<file path="src/rtl/sfc_pkg.sv">
// Purpose: Constants for the serial frame codec
// Assumes: Byte-wide streams on one clock
// Notes:   Frame = delimiter, length high, length low, data, checksum
package sfc_pkg;
   localparam logic [1:0] MODE_TRANSPARENT = 2'h0;
   localparam logic [1:0] MODE_FRAMED      = 2'h1;
   localparam logic [1:0] MODE_ESCAPED     = 2'h2;
   localparam logic [7:0] DELIM            = 8'h7E;
   localparam logic [7:0] ESC              = 8'h7D;
   localparam logic [7:0] ESC_MASK         = 8'h20;
   localparam logic [7:0] XON              = 8'h11;
   localparam logic [7:0] XOFF             = 8'h13;
   localparam logic [7:0] SUM_GOOD         = 8'hFF;
   localparam logic [7:0] STATUS_TYPE_ID   = 8'h8A;
   localparam int         RX_BUF_DEPTH     = 128;
   localparam int         TX_BUF_DEPTH     = 128;

   typedef enum logic [2:0] {
      SFC_RX_HUNT = 3'b000,
      SFC_RX_LENH = 3'b001,
      SFC_RX_LENL = 3'b011,
      SFC_RX_DATA = 3'b010,
      SFC_RX_SUM  = 3'b110,
      SFC_RX_OUT  = 3'b111
   } sfc_rx_e;

   typedef enum logic [2:0] {
      SFC_TX_IDLE = 3'b000,
      SFC_TX_DLM  = 3'b001,
      SFC_TX_LENH = 3'b011,
      SFC_TX_LENL = 3'b010,
      SFC_TX_DATA = 3'b110,
      SFC_TX_SUM  = 3'b111
   } sfc_tx_e;
endpackage

</file>
<file path="src/rtl/sfc_codec.sv">
// Purpose: Framer and deframer for the host serial byte stream
// Assumes: Byte strobes already out of a UART; inputs synchronous to clk_in
// Notes:   Bad frames vanish silently; escaping applies both ways in mode 2
`timescale 1ns/100ps

module sfc_codec #(
   parameter int RX_DEPTH = sfc_pkg::RX_BUF_DEPTH,
   parameter int TX_DEPTH = sfc_pkg::TX_BUF_DEPTH
) (
   input  wire logic       clk_in,
   input  wire logic       rst_b_in,
   input  wire logic [1:0] interface_mode_select_in,
   input  wire logic [7:0] serial_data_input_in,
   input  wire logic       serial_data_input_valid_in,
   output logic [7:0]      radio_data_out,
   output logic            radio_valid_out,
   output logic            radio_frame_last_out,
   input  wire logic       radio_ready_in,
   input  wire logic [7:0] radio_rx_data_in,
   input  wire logic       radio_rx_valid_in,
   input  wire logic       radio_rx_last_in,
   output logic            radio_rx_ready_out,
   input  wire logic [7:0] status_code_in,
   input  wire logic       status_event_in,
   output logic            status_busy_out,
   output logic [7:0]      serial_data_out,
   output logic            serial_data_valid_out,
   input  wire logic       serial_ready_in
);

   // ***************************************************************
   // Helpers
   // ***************************************************************
   function automatic logic needs_escape(input logic [7:0] b);
      return (b == sfc_pkg::DELIM) || (b == sfc_pkg::ESC) ||
             (b == sfc_pkg::XON) || (b == sfc_pkg::XOFF);
   endfunction

   logic transparent;
   logic escaped;
   assign transparent = (interface_mode_select_in == sfc_pkg::MODE_TRANSPARENT);
   assign escaped     = (interface_mode_select_in == sfc_pkg::MODE_ESCAPED);

   // ***************************************************************
   // Receive side: host to radio
   // ***************************************************************
   sfc_pkg::sfc_rx_e rx_state_reg;
   logic [7:0]       rx_buf [RX_DEPTH];
   logic [15:0]      rx_len_reg;
   logic [15:0]      rx_cnt_reg;
   logic [7:0]       rx_sum_reg;
   logic             rx_esc_reg;
   logic [15:0]      rx_rd_reg;
   logic [7:0]       rx_byte;
   logic             rx_take;
   logic             rx_out_hold;

   assign rx_out_hold = (rx_state_reg == sfc_pkg::SFC_RX_OUT);
   // Raw escape prefix is consumed; the next byte is unmasked
   assign rx_byte = rx_esc_reg ? (serial_data_input_in ^ sfc_pkg::ESC_MASK)
                               : serial_data_input_in;
   assign rx_take = serial_data_input_valid_in && !transparent && !rx_out_hold &&
                    !(escaped && serial_data_input_in == sfc_pkg::ESC && !rx_esc_reg);

   always_ff @(posedge clk_in or negedge rst_b_in) begin
      if (!rst_b_in) begin
         rx_esc_reg <= 1'b0;
      end else if (transparent || !escaped || rx_out_hold) begin
         rx_esc_reg <= 1'b0;
      end else if (serial_data_input_valid_in) begin
         rx_esc_reg <= (serial_data_input_in == sfc_pkg::ESC) && !rx_esc_reg;
      end
   end

   always_ff @(posedge clk_in or negedge rst_b_in) begin
      if (!rst_b_in) begin
         rx_state_reg <= sfc_pkg::SFC_RX_HUNT;
         rx_len_reg   <= 16'h0000;
         rx_cnt_reg   <= 16'h0000;
         rx_sum_reg   <= 8'h00;
         rx_rd_reg    <= 16'h0000;
      end else if (transparent) begin
         rx_state_reg <= sfc_pkg::SFC_RX_HUNT;
      end else if (rx_out_hold) begin
         if (radio_ready_in) begin
            if (rx_rd_reg + 16'h0001 == rx_len_reg) begin
               rx_state_reg <= sfc_pkg::SFC_RX_HUNT;
            end
            rx_rd_reg <= rx_rd_reg + 16'h0001;
         end
      end else if (rx_take && escaped && !rx_esc_reg &&
                   serial_data_input_in == sfc_pkg::DELIM) begin
         rx_state_reg <= sfc_pkg::SFC_RX_LENH;
      end else if (rx_take) begin
         unique case (rx_state_reg)
            sfc_pkg::SFC_RX_HUNT: begin
               if (serial_data_input_in == sfc_pkg::DELIM) begin
                  rx_state_reg <= sfc_pkg::SFC_RX_LENH;
               end
            end
            sfc_pkg::SFC_RX_LENH: begin
               rx_len_reg[15:8] <= rx_byte;
               rx_state_reg     <= sfc_pkg::SFC_RX_LENL;
            end
            sfc_pkg::SFC_RX_LENL: begin
               rx_len_reg[7:0] <= rx_byte;
               rx_cnt_reg      <= 16'h0000;
               rx_sum_reg      <= 8'h00;
               if ({rx_len_reg[15:8], rx_byte} == 16'h0000 ||
                   {rx_len_reg[15:8], rx_byte} > 16'(RX_DEPTH)) begin
                  rx_state_reg <= sfc_pkg::SFC_RX_HUNT;
               end else begin
                  rx_state_reg <= sfc_pkg::SFC_RX_DATA;
               end
            end
            sfc_pkg::SFC_RX_DATA: begin
               rx_sum_reg <= rx_sum_reg + rx_byte;
               rx_cnt_reg <= rx_cnt_reg + 16'h0001;
               if (rx_cnt_reg + 16'h0001 == rx_len_reg) begin
                  rx_state_reg <= sfc_pkg::SFC_RX_SUM;
               end
            end
            sfc_pkg::SFC_RX_SUM: begin
               rx_rd_reg <= 16'h0000;
               if (8'(rx_sum_reg + rx_byte) == sfc_pkg::SUM_GOOD) begin
                  rx_state_reg <= sfc_pkg::SFC_RX_OUT;
               end else begin
                  rx_state_reg <= sfc_pkg::SFC_RX_HUNT;
               end
            end
            default: rx_state_reg <= sfc_pkg::SFC_RX_HUNT;
         endcase
      end
   end

   always_ff @(posedge clk_in) begin
      if (rx_take && rx_state_reg == sfc_pkg::SFC_RX_DATA) begin
         rx_buf[rx_cnt_reg[$clog2(RX_DEPTH)-1:0]] <= rx_byte;
      end
   end

   // Checked frame data (type id first) or raw bytes go to the radio
   always_comb begin
      if (transparent) begin
         radio_data_out       = serial_data_input_in;
         radio_valid_out      = serial_data_input_valid_in;
         radio_frame_last_out = 1'b0;
      end else begin
         radio_data_out       = rx_buf[rx_rd_reg[$clog2(RX_DEPTH)-1:0]];
         radio_valid_out      = rx_out_hold;
         radio_frame_last_out = rx_out_hold && (rx_rd_reg + 16'h0001 == rx_len_reg);
      end
   end

   // ***************************************************************
   // Transmit side: radio and status to host
   // ***************************************************************
   sfc_pkg::sfc_tx_e tx_state_reg;
   logic [7:0]       tx_buf [TX_DEPTH];
   logic [15:0]      tx_len_reg;
   logic [15:0]      tx_rd_reg;
   logic [7:0]       tx_sum_reg;
   logic             tx_fill_reg;
   logic             tx_esc_pend_reg;
   logic [7:0]       tx_raw;
   logic             tx_step;
   logic             status_pend_reg;
   logic [7:0]       status_code_reg;

   assign radio_rx_ready_out = transparent ? serial_ready_in
                                           : (tx_state_reg == sfc_pkg::SFC_TX_IDLE);
   assign status_busy_out    = status_pend_reg;
   assign tx_step = serial_ready_in && tx_state_reg != sfc_pkg::SFC_TX_IDLE && !transparent;

   always_comb begin
      unique case (tx_state_reg)
         sfc_pkg::SFC_TX_LENH: tx_raw = tx_len_reg[15:8];
         sfc_pkg::SFC_TX_LENL: tx_raw = tx_len_reg[7:0];
         sfc_pkg::SFC_TX_DATA: tx_raw = tx_buf[tx_rd_reg[$clog2(TX_DEPTH)-1:0]];
         sfc_pkg::SFC_TX_SUM:  tx_raw = sfc_pkg::SUM_GOOD - tx_sum_reg;
         default:              tx_raw = sfc_pkg::DELIM;
      endcase
   end

   // Status event is remembered until transmit is idle with no radio byte offered; a half-filled radio frame drops it
   always_ff @(posedge clk_in or negedge rst_b_in) begin
      if (!rst_b_in) begin
         status_pend_reg <= 1'b0;
         status_code_reg <= 8'h00;
      end else if (status_event_in && !transparent) begin
         status_pend_reg <= 1'b1;
         status_code_reg <= status_code_in;
      end else if (tx_state_reg == sfc_pkg::SFC_TX_IDLE && !radio_rx_valid_in) begin
         status_pend_reg <= 1'b0;
      end
   end

   always_ff @(posedge clk_in) begin
      if (tx_state_reg == sfc_pkg::SFC_TX_IDLE && !transparent) begin
         if (radio_rx_valid_in) begin
            tx_buf[tx_len_reg[$clog2(TX_DEPTH)-1:0]] <= radio_rx_data_in;
         end else if (status_pend_reg) begin
            tx_buf[0] <= sfc_pkg::STATUS_TYPE_ID;
            tx_buf[1] <= status_code_reg;
         end
      end
   end

   always_ff @(posedge clk_in or negedge rst_b_in) begin
      if (!rst_b_in) begin
         tx_state_reg    <= sfc_pkg::SFC_TX_IDLE;
         tx_len_reg      <= 16'h0000;
         tx_rd_reg       <= 16'h0000;
         tx_sum_reg      <= 8'h00;
         tx_fill_reg     <= 1'b0;
         tx_esc_pend_reg <= 1'b0;
      end else if (transparent) begin
         tx_state_reg    <= sfc_pkg::SFC_TX_IDLE;
         tx_len_reg      <= 16'h0000;
         tx_fill_reg     <= 1'b0;
         tx_esc_pend_reg <= 1'b0;
      end else if (tx_state_reg == sfc_pkg::SFC_TX_IDLE) begin
         tx_rd_reg  <= 16'h0000;
         tx_sum_reg <= 8'h00;
         if (radio_rx_valid_in) begin
            tx_fill_reg <= 1'b1;
            tx_len_reg  <= tx_len_reg + 16'h0001;
            if (radio_rx_last_in ||
                tx_len_reg + 16'h0001 == 16'(TX_DEPTH)) begin
               tx_state_reg <= sfc_pkg::SFC_TX_DLM;
            end
         end else if (status_pend_reg && !tx_fill_reg) begin
            tx_len_reg   <= 16'h0002;
            tx_state_reg <= sfc_pkg::SFC_TX_DLM;
         end
      end else if (tx_step) begin
         if (escaped && !tx_esc_pend_reg && tx_state_reg != sfc_pkg::SFC_TX_DLM &&
             needs_escape(tx_raw)) begin
            tx_esc_pend_reg <= 1'b1;
         end else begin
            tx_esc_pend_reg <= 1'b0;
            unique case (tx_state_reg)
               sfc_pkg::SFC_TX_DLM:  tx_state_reg <= sfc_pkg::SFC_TX_LENH;
               sfc_pkg::SFC_TX_LENH: tx_state_reg <= sfc_pkg::SFC_TX_LENL;
               sfc_pkg::SFC_TX_LENL: tx_state_reg <= sfc_pkg::SFC_TX_DATA;
               sfc_pkg::SFC_TX_DATA: begin
                  tx_sum_reg <= tx_sum_reg + tx_raw;
                  tx_rd_reg  <= tx_rd_reg + 16'h0001;
                  if (tx_rd_reg + 16'h0001 == tx_len_reg) begin
                     tx_state_reg <= sfc_pkg::SFC_TX_SUM;
                  end
               end
               default: begin
                  tx_state_reg <= sfc_pkg::SFC_TX_IDLE;
                  tx_len_reg   <= 16'h0000;
                  tx_fill_reg  <= 1'b0;
               end
            endcase
         end
      end
   end

   always_comb begin
      if (transparent) begin
         serial_data_out       = radio_rx_data_in;
         serial_data_valid_out = radio_rx_valid_in;
      end else begin
         serial_data_valid_out = tx_state_reg != sfc_pkg::SFC_TX_IDLE;
         if (escaped && tx_state_reg != sfc_pkg::SFC_TX_DLM && needs_escape(tx_raw)) begin
            serial_data_out = tx_esc_pend_reg ? (tx_raw ^ sfc_pkg::ESC_MASK)
                                              : sfc_pkg::ESC;
         end else begin
            serial_data_out = tx_raw;
         end
      end
   end

   // ***************************************************************
   // Assertions
   // ***************************************************************
   property p_bad_sum_drop;
      @(posedge clk_in) disable iff (!rst_b_in)
      (rx_take && rx_state_reg == sfc_pkg::SFC_RX_SUM &&
       !(escaped && !rx_esc_reg && serial_data_input_in == sfc_pkg::DELIM) &&
       8'(rx_sum_reg + rx_byte) != sfc_pkg::SUM_GOOD && !transparent)
      |=> rx_state_reg == sfc_pkg::SFC_RX_HUNT && !radio_valid_out;
   endproperty
   a_bad_sum_drop: assert property (p_bad_sum_drop)
      else $error("bad checksum frame not dropped");

   property p_hunt_ignores;
      @(posedge clk_in) disable iff (!rst_b_in)
      (!transparent && rx_state_reg == sfc_pkg::SFC_RX_HUNT && rx_take &&
       serial_data_input_in != sfc_pkg::DELIM)
      |=> rx_state_reg == sfc_pkg::SFC_RX_HUNT;
   endproperty
   a_hunt_ignores: assert property (p_hunt_ignores)
      else $error("byte before delimiter not ignored");

   property p_tx_escape;
      @(posedge clk_in) disable iff (!rst_b_in)
      (escaped && tx_step && !tx_esc_pend_reg && tx_state_reg != sfc_pkg::SFC_TX_DLM &&
       needs_escape(tx_raw))
      |-> serial_data_out == sfc_pkg::ESC ##1 (serial_data_out == ($past(tx_raw) ^ 8'h20));
   endproperty
   a_tx_escape: assert property (p_tx_escape)
      else $error("escaped byte pair wrong");

   property p_tx_sum;
      @(posedge clk_in) disable iff (!rst_b_in)
      (tx_state_reg == sfc_pkg::SFC_TX_SUM && !transparent)
      |-> 8'(tx_raw + tx_sum_reg) == 8'hFF;
   endproperty
   a_tx_sum: assert property (p_tx_sum)
      else $error("transmit checksum wrong");

   property p_oversize;
      @(posedge clk_in) disable iff (!rst_b_in)
      (rx_take && rx_state_reg == sfc_pkg::SFC_RX_LENL && !transparent &&
       !(escaped && !rx_esc_reg && serial_data_input_in == sfc_pkg::DELIM) &&
       {rx_len_reg[15:8], rx_byte} > 16'(RX_DEPTH))
      |=> rx_state_reg == sfc_pkg::SFC_RX_HUNT;
   endproperty
   a_oversize: assert property (p_oversize)
      else $error("oversize frame not dropped");

   property p_restart;
      @(posedge clk_in) disable iff (!rst_b_in)
      (rx_take && escaped && !rx_esc_reg && serial_data_input_in == sfc_pkg::DELIM)
      |=> rx_state_reg == sfc_pkg::SFC_RX_LENH;
   endproperty
   a_restart: assert property (p_restart)
      else $error("raw delimiter did not restart frame");

   property p_transparent;
      @(posedge clk_in) disable iff (!rst_b_in)
      transparent |-> radio_valid_out == serial_data_input_valid_in &&
                      serial_data_valid_out == radio_rx_valid_in;
   endproperty
   a_transparent: assert property (p_transparent)
      else $error("transparent path altered");

   property p_frame_start;
      @(posedge clk_in) disable iff (!rst_b_in)
      (tx_state_reg == sfc_pkg::SFC_TX_DLM && !transparent)
      |-> serial_data_out == 8'h7E;
   endproperty
   a_frame_start: assert property (p_frame_start)
      else $error("frame does not start with delimiter");
endmodule

</file>
<file path="config.mk">
export PLATFORM = sky130hd
export DESIGN_NAME = sfc_codec
export DESIGN_NICKNAME = d
export VERILOG_FILES = /design/src/rtl/sfc_pkg.sv /design/src/rtl/sfc_codec.sv
export SDC_FILE = /design/constraint.sdc
export NUM_CORES = 2
export LEC_CHECK = 0
export ABC_AREA = 1
export ABC_CLOCK_PERIOD_IN_PS = 3300
export BUFFER_PORTS_ARGS = -buffer_cell sky130_fd_sc_hd__buf_2
export CORE_ASPECT_RATIO = 1.4
export CORE_MARGIN = 5
export CORE_UTILIZATION = 35
export CTS_BUF_LIST = sky130_fd_sc_hd__clkbuf_16
export DETAILED_ROUTE_END_ITERATION = 8
export SETUP_SLACK_MARGIN = 0.15
export SLEW_MARGIN = 10
export SYNTH_ARGS = -nofsm -noshare
export SYNTH_HDL_FRONTEND = slang
export SYNTH_SLANG_ARGS = --single-unit
</file>
<file path="constraint.sdc">
create_clock -name clk_in -period 3.3 [get_ports clk_in]
set_clock_uncertainty 0.1 [all_clocks]
set_input_delay 0.165 -clock clk_in [delete_from_list [all_inputs] [get_ports clk_in]]
set_output_delay 0.165 -clock clk_in [all_outputs]
set_load 0.05 [all_outputs]
</file>
==> reports/summary.txt <==
htree depth - 4
final worst path period share - 1.38
Post-DP HPWL - 175000 microns
Peak Freq - 0.220 GHz
Post-synth EDFFs - 2040
TritonCTS clock tree - yes
Routability Congestion - 0.924
final-report hold violation count - 0
dominant cells by area after synthesis - edfxtp_1 (68%), nand2_1 (5.8%), nor2_1 (5.1%)
vias in the first global route - 63600
initial antenna violation count - 9
Clk pwr share - 0.270
Static Leak - 39.9 nW
WHS - 133 ps
Pwr Density - 776 mW/mm^2
critical path fanouts, max - 7
VDD IR max - 0.845 mV
Core Box Area - 0.257 sq mm
worst path arrival time - 4280 ps
Pre-Repair DR Iteration Count - 6
Syn Area/Cell - 11.6 sq um
# IOs - 55
clk buf depth - 4
layout net count - 8574
switch share - 0.352
Mapped Cells - 7782
#FFs+latches synth - 2162
Remaining DRCs - 0
Tmin final - 4540 ps
drt total wl - 277000 microns
Die Wd - 439 microns
gr ovfl total - 0
critical path startpoint category - register
internal power - 55.9 mW
Ys Warns - 0
actual slew at the worst max-slew pin - 1070 ps
via count - 64700
Distinct cells, synth - 53
clock latency at the later pin of the worst-skew pair - 910 ps
Critical Path RT - 3030 ps
setup violators final - 62
Mapped Area - 0.0903 sq mm
ys async rst share - 0.0527
total clock sinks - 2162
worst r2r dst - tx_sum_reg[6]
vias per std cell - 5.33
Flop pwr share - 0.362
total CTS buffers - 208
Reg-to-Reg Start - tx_rd_reg[0]
Layout Utilization - 0.432
share of layout cells above drive strength 1 - 0.186
Clk pin slew, worst setup/hold paths - 60 ps
Yosys top cell by area - edfxtp_1
num rows - 220
Total GRT Usage - 0.199
first-pass GRT wire length - 407000 microns
most frequent cells in the layout - edfxtp_1 (2040), nand2_1 (1317), nor2_1 (1179), buf_4 (727), o21ai_0 (695)
pre-CTS setup slack - -609 ps
Hold Crit Start - radio_ready_in
Starting Density - 0.352
combinational power share - 0.368
register area share after synthesis - 0.712
final slew viol count - 0
failing checks - negative setup slack
Synth top area share - 0.678
WS Path Type - register to output port
R2R depth - 26
switching power - 30.3 mW
maximum number of pins on one net before global-route repair - 132
die area - 0.268 sq mm
Crit. End Element - output port
drt wl/cell - 22.8 microns
most common cell after layout, fill and taps aside - edfxtp_1
PortBufs - 54
Slew headroom - 0.285
Area Growth Syn to Fin - 23.0%
# Max-Cap Violations - 0
DR iter-0 viols - 6263
Syn Nets - 7836
final worst setup slack - -1240 ps
outcome - finished, violations left
Hold WC Path Type - input pin to register
Die Ht - 611 microns
RSZ-0062 raised after global routing - yes
Hold Path Sink - rx_rd_reg[5]
hold path cells - 4
Final ANT Viol Nets - 0
R2R Setup Slk - -680 ps
ys flop type - edfxtp_1
CTS root buffer - clkbuf_16
## worst max-delay path by stage
stage	startpoint	endpoint	slack [ps]
floorplan	tx_rd_reg[0]	serial_data_out[2]	-60
CTS	tx_rd_reg[0]	serial_data_out[5]	-1200
global route	tx_rd_reg[0]	serial_data_out[5]	-1370
finish	tx_rd_reg[0]	serial_data_out[5]	-1240
global placement	tx_rd_reg[0]	tx_sum_reg[7]	-610
detailed placement	tx_rd_reg[0]	serial_data_out[3]	-610
## metal layers
metal / GRT usage / share of wire / up-vias
li1: - / - / 29300
met1: 0.239 / 0.37 / 32000
met2: 0.347 / 0.50 / 2594
met3: 0.0275 / 0.063 / 705
met4: 0.107 / 0.062 / 6
met5: 0 / 0.00013 / -
## synth_stat cells (20+ instances only)
master / number
a21oi_1: 82
buf_1: 22
buf_2: 147
buf_4: 20
clkbuf_1: 289
dfrtp_1: 114
edfxtp_1: 2040
inv_1: 262
nand2_1: 1386
nand3_1: 770
nand4_1: 55
nor2_1: 1219
nor3_1: 30
o211ai_1: 75
o21ai_0: 771
o221ai_1: 178
o22ai_1: 110
xor2_1: 54
## cells by family (layout without fill, tap and decap cells)
kind of cell    Yosys count  count (layout)  synth area share
mux                       8               8          0.000998
flops                  2162            2162             0.712
xor+xnor                 68              68           0.00675
other cells               0               3                 0
fa+ha+maj                20              20           0.00294
compound gates         1266            1266            0.0825
simple gates           3498            3499             0.159
buf+inv                 760            1661            0.0356
## critical path, stage by stage, from the launching register on
cell and delay (ps):
dfrtp_4 520, buf_12 260, clkinv_16 140, buf_16 170, buf_6 130, o21ai_0 150
nand3_1 200, nand3_2 140, nand2_2 80, a21oi_2 210, nand3_1 120, nand3_2 100
nand2_2 80, nor2_1 120, nand4_1 100, nand2_2 120, buf_6 120, nand2_2 50
nand2_2 70, nand3_2 80, nand2_2 110, buf_12 130, buf_12 130
## what timing repair did
item | in CTS | in global routing
pin swaps | 116 | 117
resized for setup | 348 | 231
hold buffers | 55 | 0
hold endpoints to repair | 1116 | 0
gates cloned | 37 | 2
setup buffers | 75 | 14
setup endpoints to repair | 330 | 460
## power by group through the flow
| stage | combinational, mW | clock (mW) | sequential [mW] |
|---|---|---|---|
| 6_report | 31.7 | 23.3 | 31.2 |
| 2_1_floorplan | 14.7 | 0 | 31.4 |
| 3_3_place_gp | 25.9 | 0 | 31.7 |
| 4_1_cts | 30.6 | 23.6 | 31.2 |
| 3_5_place_dp | 26.1 | 0 | 31.7 |
| 5_1_grt | 33.7 | 24.7 | 31.2 |
## layout make-up
type                       instances  area, sq um
inverter                         269         1080
timing repair inverter             5         97.6
clock buffer                     211         5280
fill                           23300       146000
tap                             3441         4310
multi-input combinational       4861        24500
antenna                            3         7.51
sequential                      2162        64300
clock inverter                   163         1250
timing repair buffer            1013        10300
## stage by stage
step	TNS (ps)	instance area, sq um	instances	power [mW]
final	-43680	111000	12100	86.2
after global routing	-51070	111000	12100	89.7
after CTS	-34590	110000	12100	85.4
after detailed placement	-33360	100000	11600	57.9
after global placement	-31650	100000	11600	57.6
after floorplan	-207	90400	7782	46.1
Power figures use the tool's default switching activity.
